<file path="src/verilog/iuc_pkg.sv">
// Constants for the IDE Ultra DMA timing and pin configuration block.
// Assumes a single host-side clock and 32-bit configuration-space accesses.
package iuc_pkg;

  // Configuration-space offsets (byte addresses, dword aligned)
  localparam logic [7:0] UDMA_TIMING_OFS = 8'h48;
  localparam logic [7:0] IDE_IO_CONFIGURATION_OFS = 8'h54;

  // Field positions in the udma timing register
  localparam int PRIMARY_DRIVE0_CYCLE_TIME_LSB = 0;
  localparam logic [31:0] UDMA_TIMING_MASK = 32'h0000_0003;
  localparam logic [1:0] UDMA_TIMING_RESET = 2'h0;

  // Field positions in the ide io configuration register
  localparam int PRIMARY_DRIVE0_BASE_CLOCK_BIT = 0;
  localparam int PRIMARY_DRIVE1_BASE_CLOCK_BIT = 1;
  localparam int SECONDARY_DRIVE0_BASE_CLOCK_BIT = 2;
  localparam int SECONDARY_DRIVE1_BASE_CLOCK_BIT = 3;
  localparam int PRIMARY_DRIVE0_FAST_BIT = 12;
  localparam int PRIMARY_DRIVE1_FAST_BIT = 13;
  localparam int SECONDARY_DRIVE0_FAST_BIT = 14;
  localparam int SECONDARY_DRIVE1_FAST_BIT = 15;
  localparam int PRIMARY_PIN_MODE_LSB = 16;
  localparam int SECONDARY_PIN_MODE_LSB = 18;
  localparam int CFG_STORED_BITS = 20;
  localparam logic [19:0] IDE_IO_CONFIGURATION_RESET = 20'h0_0000;

  // Pin mode encodings
  localparam logic [1:0] PIN_MODE_NORMAL = 2'h0;
  localparam logic [1:0] PIN_MODE_TRISTATE = 2'h1;
  localparam logic [1:0] PIN_MODE_DRIVE_LOW = 2'h2;

  // Cycle-time codes
  localparam logic [1:0] CYCLE_CODE_00 = 2'h0;
  localparam logic [1:0] CYCLE_CODE_01 = 2'h1;
  localparam logic [1:0] CYCLE_CODE_10 = 2'h2;

  // Timing counts in base clocks: strobe cycle time and ready-to-stop time
  localparam logic [4:0] CT_33_CODE00 = 5'h04;
  localparam logic [4:0] RP_33_CODE00 = 5'h06;
  localparam logic [4:0] CT_33_CODE01 = 5'h03;
  localparam logic [4:0] RP_33_CODE01 = 5'h05;
  localparam logic [4:0] CT_33_CODE10 = 5'h02;
  localparam logic [4:0] RP_33_CODE10 = 5'h04;
  localparam logic [4:0] CT_66_CODE01 = 5'h03;
  localparam logic [4:0] RP_66_CODE01 = 5'h08;
  localparam logic [4:0] CT_66_CODE10 = 5'h02;
  localparam logic [4:0] RP_66_CODE10 = 5'h08;
  localparam logic [4:0] CT_133_CODE01 = 5'h03;
  localparam logic [4:0] RP_133_CODE01 = 5'h10;

  // Effective base clock selection
  localparam logic [1:0] BASE_CLOCK_33 = 2'h0;
  localparam logic [1:0] BASE_CLOCK_66 = 2'h1;
  localparam logic [1:0] BASE_CLOCK_133 = 2'h2;

  // Block control states, one-hot
  typedef enum logic [1:0] {
    ST_LOAD_STRAPS = 2'b01,
    ST_RUN = 2'b10
  } iuc_state_t;

endpackage : iuc_pkg
</file>
<file path="src/verilog/iuc_config.sv">
// IDE Ultra DMA timing and pin configuration register block.
// Assumes configuration accesses arrive as one-cycle strobes on clk and that
// the reset-tristate straps come from companion-function logic on clk.
`timescale 1ns/1ps
`default_nettype none
module iuc_config (
  // Clock and reset
  input wire logic clk,
  input wire logic resetn,
  // Configuration-space access
  input wire logic [7:0] cfg_addr,
  input wire logic cfg_wr,
  input wire logic cfg_rd,
  input wire logic [3:0] cfg_be,
  input wire logic [31:0] cfg_wdata,
  output logic [31:0] cfg_rdata,
  output logic cfg_rdata_valid,
  // Reset-tristate straps from the companion function
  input wire logic primary_reset_tristate_strap,
  input wire logic secondary_reset_tristate_strap,
  // Primary drive 0 timing to the channel timing generator
  output logic [4:0] primary_drive0_strobe_cycle_time,
  output logic [4:0] primary_drive0_ready_to_stop_time,
  output logic [1:0] primary_drive0_base_clock,
  output logic primary_drive0_reserved_code,
  // Effective base clock of the other drives
  output logic [1:0] primary_drive1_base_clock,
  output logic [1:0] secondary_drive0_base_clock,
  output logic [1:0] secondary_drive1_base_clock,
  // Primary pad control
  output logic primary_pins_drive_low,
  output logic primary_pins_tristate,
  output logic primary_channel_enable,
  // Secondary pad control
  output logic secondary_pins_drive_low,
  output logic secondary_pins_tristate,
  output logic secondary_channel_enable
);

  // All state of the block in one record
  typedef struct packed {
    iuc_pkg::iuc_state_t state;
    logic [19:0] cfg;
    logic [1:0] cycle0;
    logic [31:0] rdata;
    logic rvalid;
    logic [4:0] ct0;
    logic [4:0] rp0;
    logic [1:0] clk0;
    logic rsv0;
    logic [1:0] clk_p1;
    logic [1:0] clk_s0;
    logic [1:0] clk_s1;
    logic [2:0] pad_pri;
    logic [2:0] pad_sec;
  } iuc_regs_t;

  localparam iuc_regs_t REGS_RESET = '{
    state: iuc_pkg::ST_LOAD_STRAPS,
    cfg: iuc_pkg::IDE_IO_CONFIGURATION_RESET,
    cycle0: iuc_pkg::UDMA_TIMING_RESET,
    rdata: 32'h0000_0000,
    rvalid: 1'b0,
    ct0: 5'h00,
    rp0: 5'h00,
    clk0: 2'h0,
    rsv0: 1'b0,
    clk_p1: 2'h0,
    clk_s0: 2'h0,
    clk_s1: 2'h0,
    pad_pri: 3'h0,
    pad_sec: 3'h0
  };

  iuc_regs_t regs_ff;
  iuc_regs_t nxt_regs;

  logic [4:0] dec_ct;
  logic [4:0] dec_rp;
  logic [1:0] dec_clk;
  logic dec_rsv;
  logic [31:0] cfg_word;
  logic [31:0] timing_word;
  logic [31:0] byte_mask;

  // Timing decode for the primary master, the only drive whose cycle field is held here
  iuc_cycle_decode u_pd0_decode (
    .cycle_code(regs_ff.cycle0),
    .base_66(regs_ff.cfg[iuc_pkg::PRIMARY_DRIVE0_BASE_CLOCK_BIT]),
    .fast_enable(regs_ff.cfg[iuc_pkg::PRIMARY_DRIVE0_FAST_BIT]),
    .strobe_cycle_time(dec_ct),
    .ready_to_stop_time(dec_rp),
    .base_clock(dec_clk),
    .reserved_code(dec_rsv)
  );

  // Read views; reserved upper bits always read zero
  assign cfg_word = {12'h000, regs_ff.cfg};
  assign timing_word = {30'h0000_0000, regs_ff.cycle0};
  assign byte_mask = {{8{cfg_be[3]}}, {8{cfg_be[2]}}, {8{cfg_be[1]}}, {8{cfg_be[0]}}};

  // Effective base clock: fast bit wins, otherwise 0 is 33 MHz and 1 is 66 MHz
  function automatic logic [1:0] eff_clock(input logic base_66, input logic fast);
    logic [1:0] sel;
    sel = base_66 ? iuc_pkg::BASE_CLOCK_66 : iuc_pkg::BASE_CLOCK_33;
    if (fast)
    begin
      sel = iuc_pkg::BASE_CLOCK_133;
    end
    return sel;
  endfunction : eff_clock

  // Pad decode: {drive_low, tristate, channel_enable}
  function automatic logic [2:0] pad_decode(input logic [1:0] mode);
    logic [2:0] pad;
    case (mode)
      iuc_pkg::PIN_MODE_NORMAL: pad = 3'h1;
      iuc_pkg::PIN_MODE_TRISTATE: pad = 3'h2;
      iuc_pkg::PIN_MODE_DRIVE_LOW: pad = 3'h4;
      // Reserved code: keep the channel off rather than guess a drive level
      default: pad = 3'h2;
    endcase
    return pad;
  endfunction : pad_decode

  // Next-state logic for the whole block
  always_comb
  begin
    nxt_regs = regs_ff;
    nxt_regs.rvalid = 1'b0;
    case (regs_ff.state)
      iuc_pkg::ST_LOAD_STRAPS:
      begin
        // Straps are caught on the first edge after reset release, never under reset
        nxt_regs.cfg[iuc_pkg::SECONDARY_PIN_MODE_LSB +: 2] =
          secondary_reset_tristate_strap ? iuc_pkg::PIN_MODE_TRISTATE
                                         : iuc_pkg::PIN_MODE_NORMAL;
        nxt_regs.cfg[iuc_pkg::PRIMARY_PIN_MODE_LSB +: 2] =
          primary_reset_tristate_strap ? iuc_pkg::PIN_MODE_TRISTATE
                                       : iuc_pkg::PIN_MODE_NORMAL;
        nxt_regs.state = iuc_pkg::ST_RUN;
      end
      iuc_pkg::ST_RUN:
      begin
        nxt_regs.state = iuc_pkg::ST_RUN;
      end
      default:
      begin
        nxt_regs.state = iuc_pkg::ST_RUN;
      end
    endcase
    // A write in the strap cycle lands on top of the strap value
    if (cfg_wr)
    begin
      if (cfg_addr == iuc_pkg::IDE_IO_CONFIGURATION_OFS)
      begin
        nxt_regs.cfg = (nxt_regs.cfg & ~byte_mask[19:0]) |
                       (cfg_wdata[19:0] & byte_mask[19:0]);
      end
      else if (cfg_addr == iuc_pkg::UDMA_TIMING_OFS)
      begin
        if (cfg_be[0])
        begin
          nxt_regs.cycle0 = cfg_wdata[iuc_pkg::PRIMARY_DRIVE0_CYCLE_TIME_LSB +: 2];
        end
      end
    end
    // Reads answer one cycle later; unmapped offsets read zero
    if (cfg_rd)
    begin
      nxt_regs.rvalid = 1'b1;
      if (cfg_addr == iuc_pkg::IDE_IO_CONFIGURATION_OFS)
      begin
        nxt_regs.rdata = cfg_word;
      end
      else if (cfg_addr == iuc_pkg::UDMA_TIMING_OFS)
      begin
        nxt_regs.rdata = timing_word & iuc_pkg::UDMA_TIMING_MASK;
      end
      else
      begin
        nxt_regs.rdata = 32'h0000_0000;
      end
    end
    // Register the decoded timing so the generator sees glitch-free values
    nxt_regs.ct0 = dec_ct;
    nxt_regs.rp0 = dec_rp;
    nxt_regs.clk0 = dec_clk;
    nxt_regs.rsv0 = dec_rsv;
    nxt_regs.clk_p1 = eff_clock(regs_ff.cfg[iuc_pkg::PRIMARY_DRIVE1_BASE_CLOCK_BIT],
                                regs_ff.cfg[iuc_pkg::PRIMARY_DRIVE1_FAST_BIT]);
    nxt_regs.clk_s0 = eff_clock(regs_ff.cfg[iuc_pkg::SECONDARY_DRIVE0_BASE_CLOCK_BIT],
                                regs_ff.cfg[iuc_pkg::SECONDARY_DRIVE0_FAST_BIT]);
    nxt_regs.clk_s1 = eff_clock(regs_ff.cfg[iuc_pkg::SECONDARY_DRIVE1_BASE_CLOCK_BIT],
                                regs_ff.cfg[iuc_pkg::SECONDARY_DRIVE1_FAST_BIT]);
    // Pads leave the all-low reset value for tristate in the strap cycle, until the mode fields are settled
    if (regs_ff.state == iuc_pkg::ST_RUN)
    begin
      nxt_regs.pad_pri = pad_decode(regs_ff.cfg[iuc_pkg::PRIMARY_PIN_MODE_LSB +: 2]);
      nxt_regs.pad_sec = pad_decode(regs_ff.cfg[iuc_pkg::SECONDARY_PIN_MODE_LSB +: 2]);
    end
    else
    begin
      nxt_regs.pad_pri = 3'h2;
      nxt_regs.pad_sec = 3'h2;
    end
  end

  // State register
  always_ff @(posedge clk or negedge resetn)
  begin
    if (!resetn)
    begin
      regs_ff <= REGS_RESET;
    end
    else
    begin
      regs_ff <= nxt_regs;
    end
  end

  // Outputs straight from the state record
  assign cfg_rdata = regs_ff.rdata;
  assign cfg_rdata_valid = regs_ff.rvalid;
  assign primary_drive0_strobe_cycle_time = regs_ff.ct0;
  assign primary_drive0_ready_to_stop_time = regs_ff.rp0;
  assign primary_drive0_base_clock = regs_ff.clk0;
  assign primary_drive0_reserved_code = regs_ff.rsv0;
  assign primary_drive1_base_clock = regs_ff.clk_p1;
  assign secondary_drive0_base_clock = regs_ff.clk_s0;
  assign secondary_drive1_base_clock = regs_ff.clk_s1;
  assign primary_pins_drive_low = regs_ff.pad_pri[2];
  assign primary_pins_tristate = regs_ff.pad_pri[1];
  assign primary_channel_enable = regs_ff.pad_pri[0];
  assign secondary_pins_drive_low = regs_ff.pad_sec[2];
  assign secondary_pins_tristate = regs_ff.pad_sec[1];
  assign secondary_channel_enable = regs_ff.pad_sec[0];

endmodule : iuc_config
`default_nettype wire

</file>
<file path="src/verilog/iuc_cycle_decode.sv">
// Decoder from an Ultra DMA cycle-time code and base clock to timing counts.
// Purely combinational; the caller registers the results.
`timescale 1ns/1ps
`default_nettype none
module iuc_cycle_decode (
  // Drive configuration
  input wire logic [1:0] cycle_code,
  input wire logic base_66,
  input wire logic fast_enable,
  // Decoded timing
  output logic [4:0] strobe_cycle_time,
  output logic [4:0] ready_to_stop_time,
  output logic [1:0] base_clock,
  output logic reserved_code
);

  // Fast enable takes precedence over the per-drive base select
  always_comb
  begin
    strobe_cycle_time = 5'h00;
    ready_to_stop_time = 5'h00;
    reserved_code = 1'b0;
    if (fast_enable)
    begin
      base_clock = iuc_pkg::BASE_CLOCK_133;
      // Only one legal code at the fastest clock
      if (cycle_code == iuc_pkg::CYCLE_CODE_01)
      begin
        strobe_cycle_time = iuc_pkg::CT_133_CODE01;
        ready_to_stop_time = iuc_pkg::RP_133_CODE01;
      end
      else
      begin
        reserved_code = 1'b1;
      end
    end
    else if (base_66)
    begin
      base_clock = iuc_pkg::BASE_CLOCK_66;
      case (cycle_code)
        iuc_pkg::CYCLE_CODE_01:
        begin
          strobe_cycle_time = iuc_pkg::CT_66_CODE01;
          ready_to_stop_time = iuc_pkg::RP_66_CODE01;
        end
        iuc_pkg::CYCLE_CODE_10:
        begin
          strobe_cycle_time = iuc_pkg::CT_66_CODE10;
          ready_to_stop_time = iuc_pkg::RP_66_CODE10;
        end
        default: reserved_code = 1'b1;
      endcase
    end
    else
    begin
      base_clock = iuc_pkg::BASE_CLOCK_33;
      case (cycle_code)
        iuc_pkg::CYCLE_CODE_00:
        begin
          strobe_cycle_time = iuc_pkg::CT_33_CODE00;
          ready_to_stop_time = iuc_pkg::RP_33_CODE00;
        end
        iuc_pkg::CYCLE_CODE_01:
        begin
          strobe_cycle_time = iuc_pkg::CT_33_CODE01;
          ready_to_stop_time = iuc_pkg::RP_33_CODE01;
        end
        iuc_pkg::CYCLE_CODE_10:
        begin
          strobe_cycle_time = iuc_pkg::CT_33_CODE10;
          ready_to_stop_time = iuc_pkg::RP_33_CODE10;
        end
        default: reserved_code = 1'b1;
      endcase
    end
  end

endmodule : iuc_cycle_decode
`default_nettype wire

</file>
<file path="config.mk">
export PLATFORM = sky130hd
export DESIGN_NAME = iuc_config
export DESIGN_NICKNAME = d
export VERILOG_FILES = /design/src/verilog/iuc_pkg.sv /design/src/verilog/iuc_config.sv /design/src/verilog/iuc_cycle_decode.sv
export SDC_FILE = /design/constraint.sdc
export NUM_CORES = 1
export LEC_CHECK = 0
export ABC_AREA = 1
export BUFFER_PORTS_ARGS = -buffer_cell sky130_fd_sc_hd__buf_2
export CORE_UTILIZATION = 45
export DETAILED_ROUTE_END_ITERATION = 8
export MAX_ROUTING_LAYER = met4
export PLACE_DENSITY = 0.82
export SKIP_CTS_REPAIR_TIMING = 1
export SYNTH_ARGS = -nofsm -noshare
export SYNTH_HDL_FRONTEND = slang
export SYNTH_HIERARCHICAL = 1
export SYNTH_SLANG_ARGS = --single-unit
</file>
<file path="constraint.sdc">
create_clock -name clk -period 1.4 [get_ports clk]
set_clock_uncertainty 0.1 [all_clocks]
set_input_delay 0.28 -clock clk [delete_from_list [all_inputs] [get_ports clk]]
set_output_delay 0.28 -clock clk [all_outputs]
set_load 0.1 [all_outputs]
</file>
Yosys cells after proc, flatten, opt, wreduce, memory -nomap -nowiden
Index checks and enable logic that the tools add are counted.
W data, S select, Z words.
{"block": "classes", "n_mux": 37, "n_eq_ne": 8, "reduce_logical": 7, "bitwise_logic": 5}
{"cell": "$and A20 B20 Y20", "n": 2}
{"cell": "$mux W20", "n": 2}
{"cell": "$mux W5", "n": 5}
{"cell": "$mux W22", "n": 1}
{"cell": "$not A20 Y20", "n": 1}
{"cell": "$or A20 B20 Y20", "n": 1}
{"cell": "$mux W2", "n": 9}
{"cell": "$pmux W3 S3", "n": 2}
{"cell": "$eq A8 B7 Y1 const B", "n": 2}
{"cell": "$mux W1", "n": 12}
{"cell": "$pmux W3 S2", "n": 2}
{"cell": "$eq A2 B2 Y1 const B", "n": 4}
{"cell": "$mux W4", "n": 2}
{"cell": "$logic_not A2 Y1", "n": 3}
{"cell": "$mux W6", "n": 1}
{"cell": "$eq A2 B1 Y1 const B", "n": 2}
{"cell": "$pmux W2 S2", "n": 1}
{"cell": "$reduce_and A4 Y1", "n": 1}
{"cell": "$reduce_or A3 Y1", "n": 1}
{"cell": "$reduce_and A2 Y1", "n": 1}
{"cell": "$reduce_or A2 Y1", "n": 1}
{"cell": "$not A1 Y1", "n": 1}
{"block": "totals", "register_bits": 70, "out_inout_bits": 58, "wordCells": 72}

Depth between registers and ports, before layout
Gate-level depths: netlist of run 1.
{"block": "depth", "ltp_word": 6, "ltp_mapped": 8, "mapped_depth_nobuf": 8}

Hierarchy
The synthesis of run 1 kept the hierarchy.
{"mod": "iuc_config", "instances": 1, "cells_each": 340, "area_per_inst_um2": 3091.7}
{"mod": "iuc_cycle_decode", "instances": 1, "cells_each": 29, "area_per_inst_um2": 166.4}

Worst setup path after synthesis of run 1
OpenSTA, ideal clock, no wires.
{"block": "synth_timing", "path_type": "reg2out", "start": "register regs_ff, in the netlist cfg_rdata_valid", "end": "output cfg_rdata_valid", "arrival_ns": 0.883, "n_path_buf": 0, "slack_ns": 0.137, "stages_incl_launch_ff": 1, "cell_sequence": "dfrtp_1"}
{"item": "start: declaration", "line": "iuc_config.sv:75", "source": "iuc_regs_t regs_ff;"}
{"item": "start signal: assignment", "line": "iuc_config.sv:218", "source": "regs_ff <= nxt_regs;"}
{"item": "end: declaration", "line": "iuc_config.sv:17", "source": "output logic cfg_rdata_valid,"}
No word-level cell between the ends.

Worst setup path in the final report of run 1
{"block": "layout_timing", "start": "register regs_ff, in the netlist cfg_rdata[0]", "end": "output cfg_rdata[0]"}
{"item": "end: declaration", "line": "iuc_config.sv:16", "source": "output logic [31:0] cfg_rdata,"}
No word-level cell between the ends.

==> impl_metrics.py, run 1 <==
metrics = {
    "clock_network": {
        "clock-sinks": 70,
        "clock_latency_ns": 0.34,
        "cts_buffers": 9,
        "clk_pin_slew_worst_paths_ns": 0.08,
        "clock_tree.buffer_depth": 2,
        "clock_tree.htree_level_count": 3,
        "root_cell_of_the_clock_tree": "sky130_fd_sc_hd__clkbuf_8",
        "cts_tree": "yes",
    },
    "min_path": {
        "hold_path_startpoint": "cfg_wdata[8]",
        "hold_depth": 3,
        "worst_hold_path_type": "input pin to flip-flop",
    },
    "place": {
        "dp_cells": 514,
        "placed_area_um2": 4230,
        "dp_slack_ns": -0.156,
        "hpwl_um": 5200,
        "place.gp.congestion": 0.859,
        "io_buffers": 82,
    },
    "pwr": {
        "power.total_mw": 4.69,
        "power.density_cell_area_nw_per_um2": 1050,
        "internal_power_mw": 3.31,
        "power.clock.fraction_pct": 38.5,
        "cellLeakagePower_nw": 2.28,
        "p_sw_share_pct": 29.4,
        "pwr-share-seq_pct": 45.2,
        "comb_power_share_pct": 16.3,
        "net-switching-power_mw": 1.38,
        "maximum_resistive_drop_on_vdd_v": 0.000462,
    },
    "run": {
        "cap_viol_max_count": 0,
    },
    "cells_and_area": {
        "layout.nets": 484,
        "drive_gt1_share_pct": 29.2,
        "antennaDiodeCount": 0,
        "final_design_area_no_fill_um2": 4470,
        "num-fill-cells": 539,
        "stdcell_count": 531,
        "syn_to_final_growth_pct": 37.1,
    },
    "drt": {
        "wl_per_cell_um": 13.0,
        "num_vias": 2452,
        "dr.first_iter.drc_count": 171,
        "finalWirelength_um": 6890,
        "postRouteAntennaNets": 0,
        "drt_first_pass_iters": 4,
        "via_per_inst": 4.62,
        "drc_errors": 0,
    },
    "timing": {
        "fin_hold_ws_ns": 0.0915,
        "layout_setup_ws_ns": 0.0537,
        "setup_violations": 0,
        "finalCritPeriodShare_pct": 96.2,
        "clock.fmax_mhz": 743,
        "timing.final.crit_period_ns": 1.35,
        "unrepaired_setup_endpoints_after_global_routing": "no",
        "report.final.slew_viol_count": 0,
        "finalHoldViolations": 0,
    },
    "worst_setup_path": {
        "timing.critical_path.buf_inv": 1,
        "cp-start-kind": "flip-flop",
        "cell_count_of_the_worst_reg_to_reg_path": 5,
        "worstPathCellList": "buf_12",
        "rrSetupSlack_ns": 0.12,
        "crit_fanout": 2,
        "crit_path_top_delay_cell": "sky130_fd_sc_hd__dfrtp_1",
        "r2r-start": "regs_ff[58]",
        "r2r_end": "primary_drive0_reserved_code",
        "critPathTopFamily": "flip-flops",
        "criticalPathCategory": "flip-flop to primary output",
        "worst_path_largest_cell_delay_ns": 0.43,
        "timing.critical_path.to_type": "primary output",
        "worst_ep_required_time_ns": 1.02,
        "crit_arrival_ns": 0.97,
    },
    "die": {
        "fp.dieArea_um2": 7580,
        "core.rowCount": 30,
        "fp.dieW_um": 87.1,
        "top_level_ports": 108,
        "coreArea_um2": 6910,
        "fp.dieH_um": 87.1,
        "start_util_pct": 47.2,
    },
    "grt": {
        "global_route.usage.total_pct": 20.4,
        "global_route.overflow_total": 0,
        "antenna_found_initial": 0,
        "grt_pass1_wl_um": 11100,
        "grt_pass1_vias": 2394,
        "grt_start_max_net_pins": 30,
    },
    "logic_synthesis": {
        "synth_top_area_share_pct": 53.0,
        "ys_top_cells_by_area": "sky130_fd_sc_hd__dfrtp_1 53%, sky130_fd_sc_hd__buf_4 13%, sky130_fd_sc_hd__nand2_1 12%",
        "synthCells": 369,
        "synth_seq_cells": 70,
        "synth.most_common_cell": "sky130_fd_sc_hd__nand2_1",
        "syn_area_um2": 3260,
        "ffs_w_async_s_r_synth_pct": 100,
        "synth.yosys.seq_area_share_pct": 53.8,
        "post_synth_most_frequent_cells": "108 x sky130_fd_sc_hd__nand2_1, 69 x sky130_fd_sc_hd__dfrtp_1, 55 x sky130_fd_sc_hd__buf_4",
        "postSynthAreaPerCell_um2": 8.83,
        "synthDominantAreaCellType": "sky130_fd_sc_hd__dfrtp_1",
        "yosys.cell_types.count": 20,
        "dominantRegCellSynth": "sky130_fd_sc_hd__dfrtp_1",
        "synth_warnings": 6,
        "synth_enable_flop_cells": 0,
    },
    "status": {
        "run_status": "completed",
    },
}
## worst register-to-register path, delay by kind of cell, from the launching register on
kind,cells,cell delay (ns)
adders and majority gates,1,0.30
DFF,1,0.47
buffers and inverters,1,0.07
and+or+nand+nor,3,0.24
## worst max-delay path by stage
stage,cells after the start,to,from
floorplan,0,cfg_rdata_valid,cfg_rdata_valid
global placement,8,cfg_word[17],cfg_addr[1]
detailed placement,8,cfg_word[16],cfg_addr[1]
CTS,1,cfg_rdata[0],cfg_rdata[0]
global route,5,primary_drive0_reserved_code,regs_ff[58]
finish,1,cfg_rdata[0],cfg_rdata[0]
## through the flow
| step | TNS, ns | utilization (%) |
|---|---|---|
| 2_1_floorplan | 0 | - |
| 3_3_place_gp | -0.884 | 61.3 |
| 3_5_place_dp | -2.00 | 61.3 |
| 4_1_cts | 0 | 64.5 |
| 5_1_grt | 0 | 64.7 |
| 6_report | 0 | 64.7 |
## final cells by class
type	instances	area [um2]	area share, %
Clock buffer	10	128	2.86
Clock inverter	6	93.8	2.10
Inverter	39	146	3.28
Multi-Input combinational cell	208	946	21.2
Sequential cell	70	1750	39.3
Tap cell	96	120	2.69
Timing Repair Buffer	102	1280	28.6
## metal layers
metal  global-route usage (%)  routed length [um]  vias up
met5                        -                   0        -
met4                     8.94                 142        0
met3                     3.70                 317       14
met2                     34.8                3670       90
met1                     23.5                2760     1156
li1                         -                   -     1192
## logic make-up (layout without fill, tap and decap cells)
kind of cell / Yosys count / in the layout / share of synthesized area [%]
and+or+nand+nor: 167 / 167 / 22.4
buffers and inverters: 104 / 157 / 18.7
DFF: 70 / 70 / 53.8
AOI/OAI and AO/OA: 21 / 21 / 3.23
adders and majority gates: 4 / 4 / 1.54
other: 3 / 16 / 0.346
## power groups by stage
stage,clock network (mW),logic (mW),registers (mW)
2_1_floorplan,0,0.455,2.22
3_3_place_gp,0,0.751,2.16
3_5_place_dp,0,0.765,2.16
4_1_cts,1.82,0.767,2.12
5_1_grt,1.91,0.810,2.13
6_report,1.80,0.766,2.12
## layout by cell type (no fill, tap or decap)
master                          count
sky130_fd_sc_hd__clkbuf_8           9
sky130_fd_sc_hd__nor2_1            21
sky130_fd_sc_hd__nand3_2            1
sky130_fd_sc_hd__buf_2             36
sky130_fd_sc_hd__dfrtp_1           69
sky130_fd_sc_hd__nand2_1          108
sky130_fd_sc_hd__dlygate4sd3_1      1
sky130_fd_sc_hd__inv_6              1
sky130_fd_sc_hd__buf_12            48
sky130_fd_sc_hd__o21ai_0           21
sky130_fd_sc_hd__ha_1               4
sky130_fd_sc_hd__clkinvlp_4         1
sky130_fd_sc_hd__conb_1            16
sky130_fd_sc_hd__nor2_2             3
sky130_fd_sc_hd__inv_2              3
sky130_fd_sc_hd__inv_1             36
sky130_fd_sc_hd__bufinv_16          2
sky130_fd_sc_hd__clkinv_4           2
sky130_fd_sc_hd__dfstp_2            1
sky130_fd_sc_hd__buf_4             17
sky130_fd_sc_hd__nand3b_1           8
sky130_fd_sc_hd__nand2_2            2
sky130_fd_sc_hd__nand3_1            8
sky130_fd_sc_hd__nand4_1           15
sky130_fd_sc_hd__nor2_4             1
sky130_fd_sc_hd__clkbuf_1           1
Power figures use the tool's default switching activity.
==> run 2, diff against run 1 <==
- CORE_ASPECT_RATIO: default -> 0.7
- clock period: 1.4 -> 1.7 ns (I/O delays scaled with it)
==> impl_metrics.py, run 2 (synthesis results as in run 1) <==
metrics = {
    "timing": {
        "finalCritPeriodShare_pct": 93.5,
        "fin_hold_ws_ns": 0.131,
        "summed_negative_setup_slack_over_all_endpoints_ns": 0,
        "report.final.slew_viol_count": 0,
        "clock.fmax_mhz": 629,
        "finalHoldViolations": 0,
        "timing.final.crit_period_ns": 1.59,
        "unrepaired_setup_endpoints_after_global_routing": "no",
        "setup_violations": 0,
    },
    "drt": {
        "drc_errors": 0,
        "detailroute.wirelength.met2_um": 2900,
        "finalWirelength_um": 6370,
        "drt_first_pass_iters": 4,
        "wl_met3_um": 330,
        "dr.first_iter.drc_count": 137,
        "top_signal_layer_used": "met4",
        "postRouteAntennaNets": 0,
        "wl_per_cell_um": 12.2,
        "num_vias": 2331,
        "m1WireLength_um": 3070,
        "via_per_inst": 4.48,
    },
    "worst_setup_path": {
        "critPathTopFamily": "buffers and inverters",
        "crit_path_top_delay_cell": "sky130_fd_sc_hd__buf_2",
        "criticalPathCategory": "flip-flop to primary output",
        "timing.critical_path.to_type": "primary output",
        "timing.critical_path.buf_inv": 1,
        "cp-start-kind": "flip-flop",
        "crit_fanout": 2,
        "worst_ep_required_time_ns": 1.26,
        "worstPathCellList": "buf_2",
        "worst_path_largest_cell_delay_ns": 0.43,
        "crit_arrival_ns": 1.15,
    },
    "clock_network": {
        "clock_tree.buffer_depth": 2,
        "clk_pin_slew_worst_paths_ns": 0.08,
        "clock-sinks": 70,
        "root_cell_of_the_clock_tree": "sky130_fd_sc_hd__clkbuf_8",
        "clock_tree.htree_level_count": 3,
        "clock_latency_ns": 0.35,
        "cts_buffers": 9,
        "cts_tree": "yes",
    },
    "grt": {
        "global_route.usage.total_pct": 19.3,
        "global_route.overflow_total": 0,
        "antenna_found_initial": 0,
        "grt_pass1_wl_um": 10600,
        "grt_start_max_net_pins": 32,
        "grt_pass1_vias": 2163,
    },
    "pwr": {
        "pwr-share-seq_pct": 47.3,
        "maximum_resistive_drop_on_vdd_v": 0.000487,
        "net-switching-power_mw": 1.13,
        "p_sw_share_pct": 30.9,
        "internal_power_mw": 2.53,
        "comb_power_share_pct": 14.5,
        "cellLeakagePower_nw": 2.07,
        "power.density_cell_area_nw_per_um2": 994,
        "power.clock.fraction_pct": 38.2,
        "power.total_mw": 3.66,
    },
    "status": {
        "run_status": "completed",
    },
    "cells_and_area": {
        "antennaDiodeCount": 0,
        "final_core_util_pct": 53.5,
        "most_frequent_standard_cell_in_the_layout_excluding_fill_and_tap_cells": "sky130_fd_sc_hd__nand2_1",
        "final_cell_mix": "108 x sky130_fd_sc_hd__nand2_1, 81 x sky130_fd_sc_hd__buf_2, 69 x sky130_fd_sc_hd__dfrtp_1",
        "drive_gt1_share_pct": 27.9,
        "stdcell_count": 520,
        "syn_to_final_growth_pct": 12.9,
        "layout.nets": 475,
    },
    "die": {
        "start_util_pct": 47.3,
        "top_level_ports": 108,
        "coreArea_um2": 6880,
        "fp.dieH_um": 73.2,
        "fp.dieW_um": 104,
        "fp.dieArea_um2": 7590,
        "core.rowCount": 25,
    },
    "run": {
        "cap_viol_max_count": 0,
    },
    "place": {
        "io_buffers": 82,
        "place.gp.congestion": 0.782,
        "hpwl_um": 4560,
        "dp_cells": 503,
    },
    "min_path": {
        "worst_hold_path_type": "input pin to flip-flop",
    },
}
## run 2: area by class of cell
| class | count | area, um2 |
|---|---|---|
| fillers | 657 | 3200 |
| well taps | 94 | 118 |
| repair buffers | 93 | 510 |
| flip-flops and latches | 70 | 1750 |
| multi-input cells | 208 | 946 |
| clock buffers | 10 | 138 |
| inverters | 39 | 146 |
| clock inverters | 6 | 68.8 |
## run 2: per-stage QoR
step,area (um2),setup slack [ns]
after floorplan,3310,0.377
after global placement,3460,0.174
after detailed placement,3460,0.134
after CTS,3670,0.0926
after global routing,3680,0.0454
final,3680,0.110
## run 2: power by group through the flow
stage	combinational [mW]	clock, mW	sequential, mW
finish	0.532	1.40	1.73
global route	0.571	1.50	1.74
CTS	0.535	1.42	1.73
detailed placement	0.534	0	1.76
global placement	0.527	0	1.76
floorplan	0.374	0	1.83
## run 2: final timing paths
kind,start,endpoint,slack (ns),cells past startpoint
hold / removal,cfg_wdata[11],flip-flop,0.13,3
setup reg to reg,regs_ff[58],primary_drive0_reserved_code,0.46,5
min in group asynchronous,resetn,cfg_rdata[7],0.34,2
setup / recovery,cfg_rdata[12],cfg_rdata[12],0.11,1
hold reg to reg,flip-flop,secondary_drive0_base_clock[1],0.34,0
max in group asynchronous,resetn,regs_ff[80],0.61,3
## run 2: metal layers
| metal | vias up | GRT usage, % |
|---|---|---|
| met5 | - | - |
| met4 | 0 | 5.24 |
| met3 | 10 | 6.79 |
| met2 | 63 | 29.6 |
| met1 | 1080 | 24.5 |
| li1 | 1178 | - |
## run 2: worst register-to-register path, stage by stage, from the launching register on
cell and delay (ns):
sky130_fd_sc_hd__dfrtp_1 0.46, sky130_fd_sc_hd__inv_1 0.07, sky130_fd_sc_hd__ha_1 0.30, sky130_fd_sc_hd__nand3_1 0.09, sky130_fd_sc_hd__nand2_1 0.08, sky130_fd_sc_hd__nor2_2 0.03
==> run 3, diff against run 2 <==
- MAX_ROUTING_LAYER: met4 -> default
- PLACE_DENSITY: 0.82 -> 0.83
- SYNTH_HIERARCHICAL: 1 -> default
==> impl_metrics.py, run 3 <==
metrics = {
    "grt": {
        "global_route.usage.total_pct": 17.7,
        "grt_pass1_vias": 2153,
        "grt_pass1_wl_um": 9670,
        "grt_start_max_net_pins": 68,
        "antenna_found_initial": 0,
        "global_route.overflow_total": 0,
    },
    "logic_synthesis": {
        "ffs_w_async_s_r_synth_pct": 100,
        "synth.most_common_cell": "sky130_fd_sc_hd__nand2_1",
        "synth_seq_cells": 67,
        "synthCells": 341,
        "syn_area_um2": 3060,
        "yosys.cell_types.count": 21,
        "ys_top_cells_by_area": "sky130_fd_sc_hd__dfrtp_1 54%, sky130_fd_sc_hd__nand2_1 13%, sky130_fd_sc_hd__buf_4 13%",
        "postSynthAreaPerCell_um2": 8.97,
        "synth.yosys.seq_area_share_pct": 54.9,
        "synth_warnings": 0,
        "dominantRegCellSynth": "sky130_fd_sc_hd__dfrtp_1",
        "synth_top_area_share_pct": 54.0,
        "synthDominantAreaCellType": "sky130_fd_sc_hd__dfrtp_1",
        "post_synth_most_frequent_cells": "108 x sky130_fd_sc_hd__nand2_1, 66 x sky130_fd_sc_hd__dfrtp_1, 53 x sky130_fd_sc_hd__buf_4",
        "synth_enable_flop_cells": 0,
    },
    "worst_setup_path": {
        "critPathTopFamily": "buffers and inverters",
        "criticalPathCategory": "flip-flop to primary output",
        "crit_arrival_ns": 1.14,
        "worstPathCellList": "buf_2",
        "r2r-start": "regs_ff[58]",
        "rrSetupSlack_ns": 0.38,
        "worst_path_largest_cell_delay_ns": 0.44,
        "worst_ep_required_time_ns": 1.26,
        "r2r_end": "primary_drive0_reserved_code",
        "timing.critical_path.buf_inv": 1,
        "crit_path_top_delay_cell": "sky130_fd_sc_hd__buf_2",
        "worst_setup_path_startpoint": "cfg_rdata[4]",
        "crit_fanout": 2,
        "cell_count_of_the_worst_reg_to_reg_path": 5,
        "timing.critical_path.to_type": "primary output",
        "cp-start-kind": "flip-flop",
    },
    "pwr": {
        "power.density_cell_area_nw_per_um2": 977,
        "net-switching-power_mw": 1.01,
        "p_sw_share_pct": 29.8,
        "internal_power_mw": 2.37,
        "maximum_resistive_drop_on_vdd_v": 0.000376,
        "power.clock.fraction_pct": 36.1,
        "pwr-share-seq_pct": 49.0,
        "power.total_mw": 3.38,
        "cellLeakagePower_nw": 2.07,
        "comb_power_share_pct": 14.9,
    },
    "die": {
        "top_level_ports": 108,
        "fp.dieW_um": 101,
        "fp.dieArea_um2": 7130,
        "coreArea_um2": 6400,
        "fp.dieH_um": 71.0,
        "start_util_pct": 47.8,
        "core.rowCount": 24,
    },
    "cells_and_area": {
        "stdcell_count": 488,
        "drive_gt1_share_pct": 27.7,
        "layout.nets": 447,
        "syn_to_final_growth_pct": 13.1,
        "final_design_area_no_fill_um2": 3460,
        "final_cell_mix": "108 x sky130_fd_sc_hd__nand2_1, 80 x sky130_fd_sc_hd__buf_2, 66 x sky130_fd_sc_hd__dfrtp_1",
        "most_frequent_standard_cell_in_the_layout_excluding_fill_and_tap_cells": "sky130_fd_sc_hd__nand2_1",
        "antennaDiodeCount": 0,
    },
    "clock_network": {
        "clock-sinks": 67,
        "clock_tree.buffer_depth": 2,
        "clk_pin_slew_worst_paths_ns": 0.07,
        "root_cell_of_the_clock_tree": "sky130_fd_sc_hd__clkbuf_8",
        "cts_tree": "yes",
        "cts_buffers": 9,
        "clock_latency_ns": 0.33,
        "clock_tree.htree_level_count": 3,
    },
    "timing": {
        "summed_negative_setup_slack_over_all_endpoints_ns": 0,
        "finalCritPeriodShare_pct": 92.9,
        "setup_violations": 0,
        "unrepaired_setup_endpoints_after_global_routing": "no",
        "report.final.slew_viol_count": 0,
        "finalHoldViolations": 0,
        "timing.final.crit_period_ns": 1.58,
        "clock.fmax_mhz": 633,
    },
    "min_path": {
        "worst_hold_path_type": "input pin to flip-flop",
        "hold_depth": 3,
        "hold_path_startpoint": "cfg_wdata[7]",
    },
    "place": {
        "hpwl_um": 4110,
        "dp_cells": 472,
        "place.gp.congestion": 0.746,
        "io_buffers": 80,
        "placed_area_um2": 3270,
    },
    "run": {
        "cap_viol_max_count": 0,
    },
    "drt": {
        "dr.first_iter.drc_count": 75,
        "drc_errors": 0,
        "num_vias": 2211,
        "finalWirelength_um": 5740,
        "m1WireLength_um": 2640,
        "wl_met3_um": 358,
        "top_signal_layer_used": "met4",
        "wl_per_cell_um": 11.8,
        "via_per_inst": 4.53,
        "detailroute.wirelength.met2_um": 2690,
        "postRouteAntennaNets": 0,
        "drt_first_pass_iters": 6,
    },
    "status": {
        "run_status": "completed",
    },
}
==> run 3: power groups by stage <==
stage / combinational [mW] / sequential, mW / clock [mW]
4_1_cts: 0.505 / 1.66 / 1.25
5_1_grt: 0.536 / 1.66 / 1.33
3_3_place_gp: 0.499 / 1.68 / 0
2_1_floorplan: 0.356 / 1.74 / 0
6_report: 0.503 / 1.66 / 1.22
3_5_place_dp: 0.504 / 1.69 / 0
==> run 3: kinds of logic after synthesis <==
| kind of cell | Yosys count | synth area share (%) |
|---|---|---|
| AND/OR/NAND/NOR | 182 | 25.9 |
| buffers and inverters | 85 | 17.2 |
| flip-flops | 67 | 54.9 |
| adder cells (fa/ha/maj) | 4 | 1.64 |
| other | 2 | 0.246 |
| AO/OA/AOI/OAI | 1 | 0.164 |
==> run 3: cell type report <==
cell class	instances	area [um2]
fillers	597	2940
flip-flops and latches	67	1680
multi-input cells	203	907
repair buffers	88	488
clock buffers	9	124
well taps	91	114
inverters	24	90.1
clock inverters	6	57.6
==> run 3: stage by stage <==
step / setup slack (ns) / util (%) / hold slack (ns)
floorplan: 0.377 / - / -0.0556
global placement: 0.186 / 51.1 / 0.280
detailed placement: 0.139 / 51.1 / 0.280
CTS: 0.108 / 53.9 / -0.0746
global route: 0.0855 / 54.1 / 0.133
finish: 0.121 / 54.1 / 0.139
==> run 3: worst max path at each step <==
stage                                  to  cells after the start  slack [ns]
after floorplan           cfg_rdata_valid                      0        0.38
after global placement          flip-flop                      7        0.19
after detailed placement     cfg_word[16]                      8        0.14
after CTS                    cfg_rdata[4]                      1        0.11
after global routing        cfg_rdata[18]                      1        0.09
final                        cfg_rdata[4]                      1        0.12
==> run 3: per-layer routing <==
layer / vias to the layer above / GRT usage [%]
met1: 1026 / 22.9
li1: 1099 / -
met4: 0 / 4.35
met3: 10 / 5.93
met2: 76 / 29.0
met5: - / 0
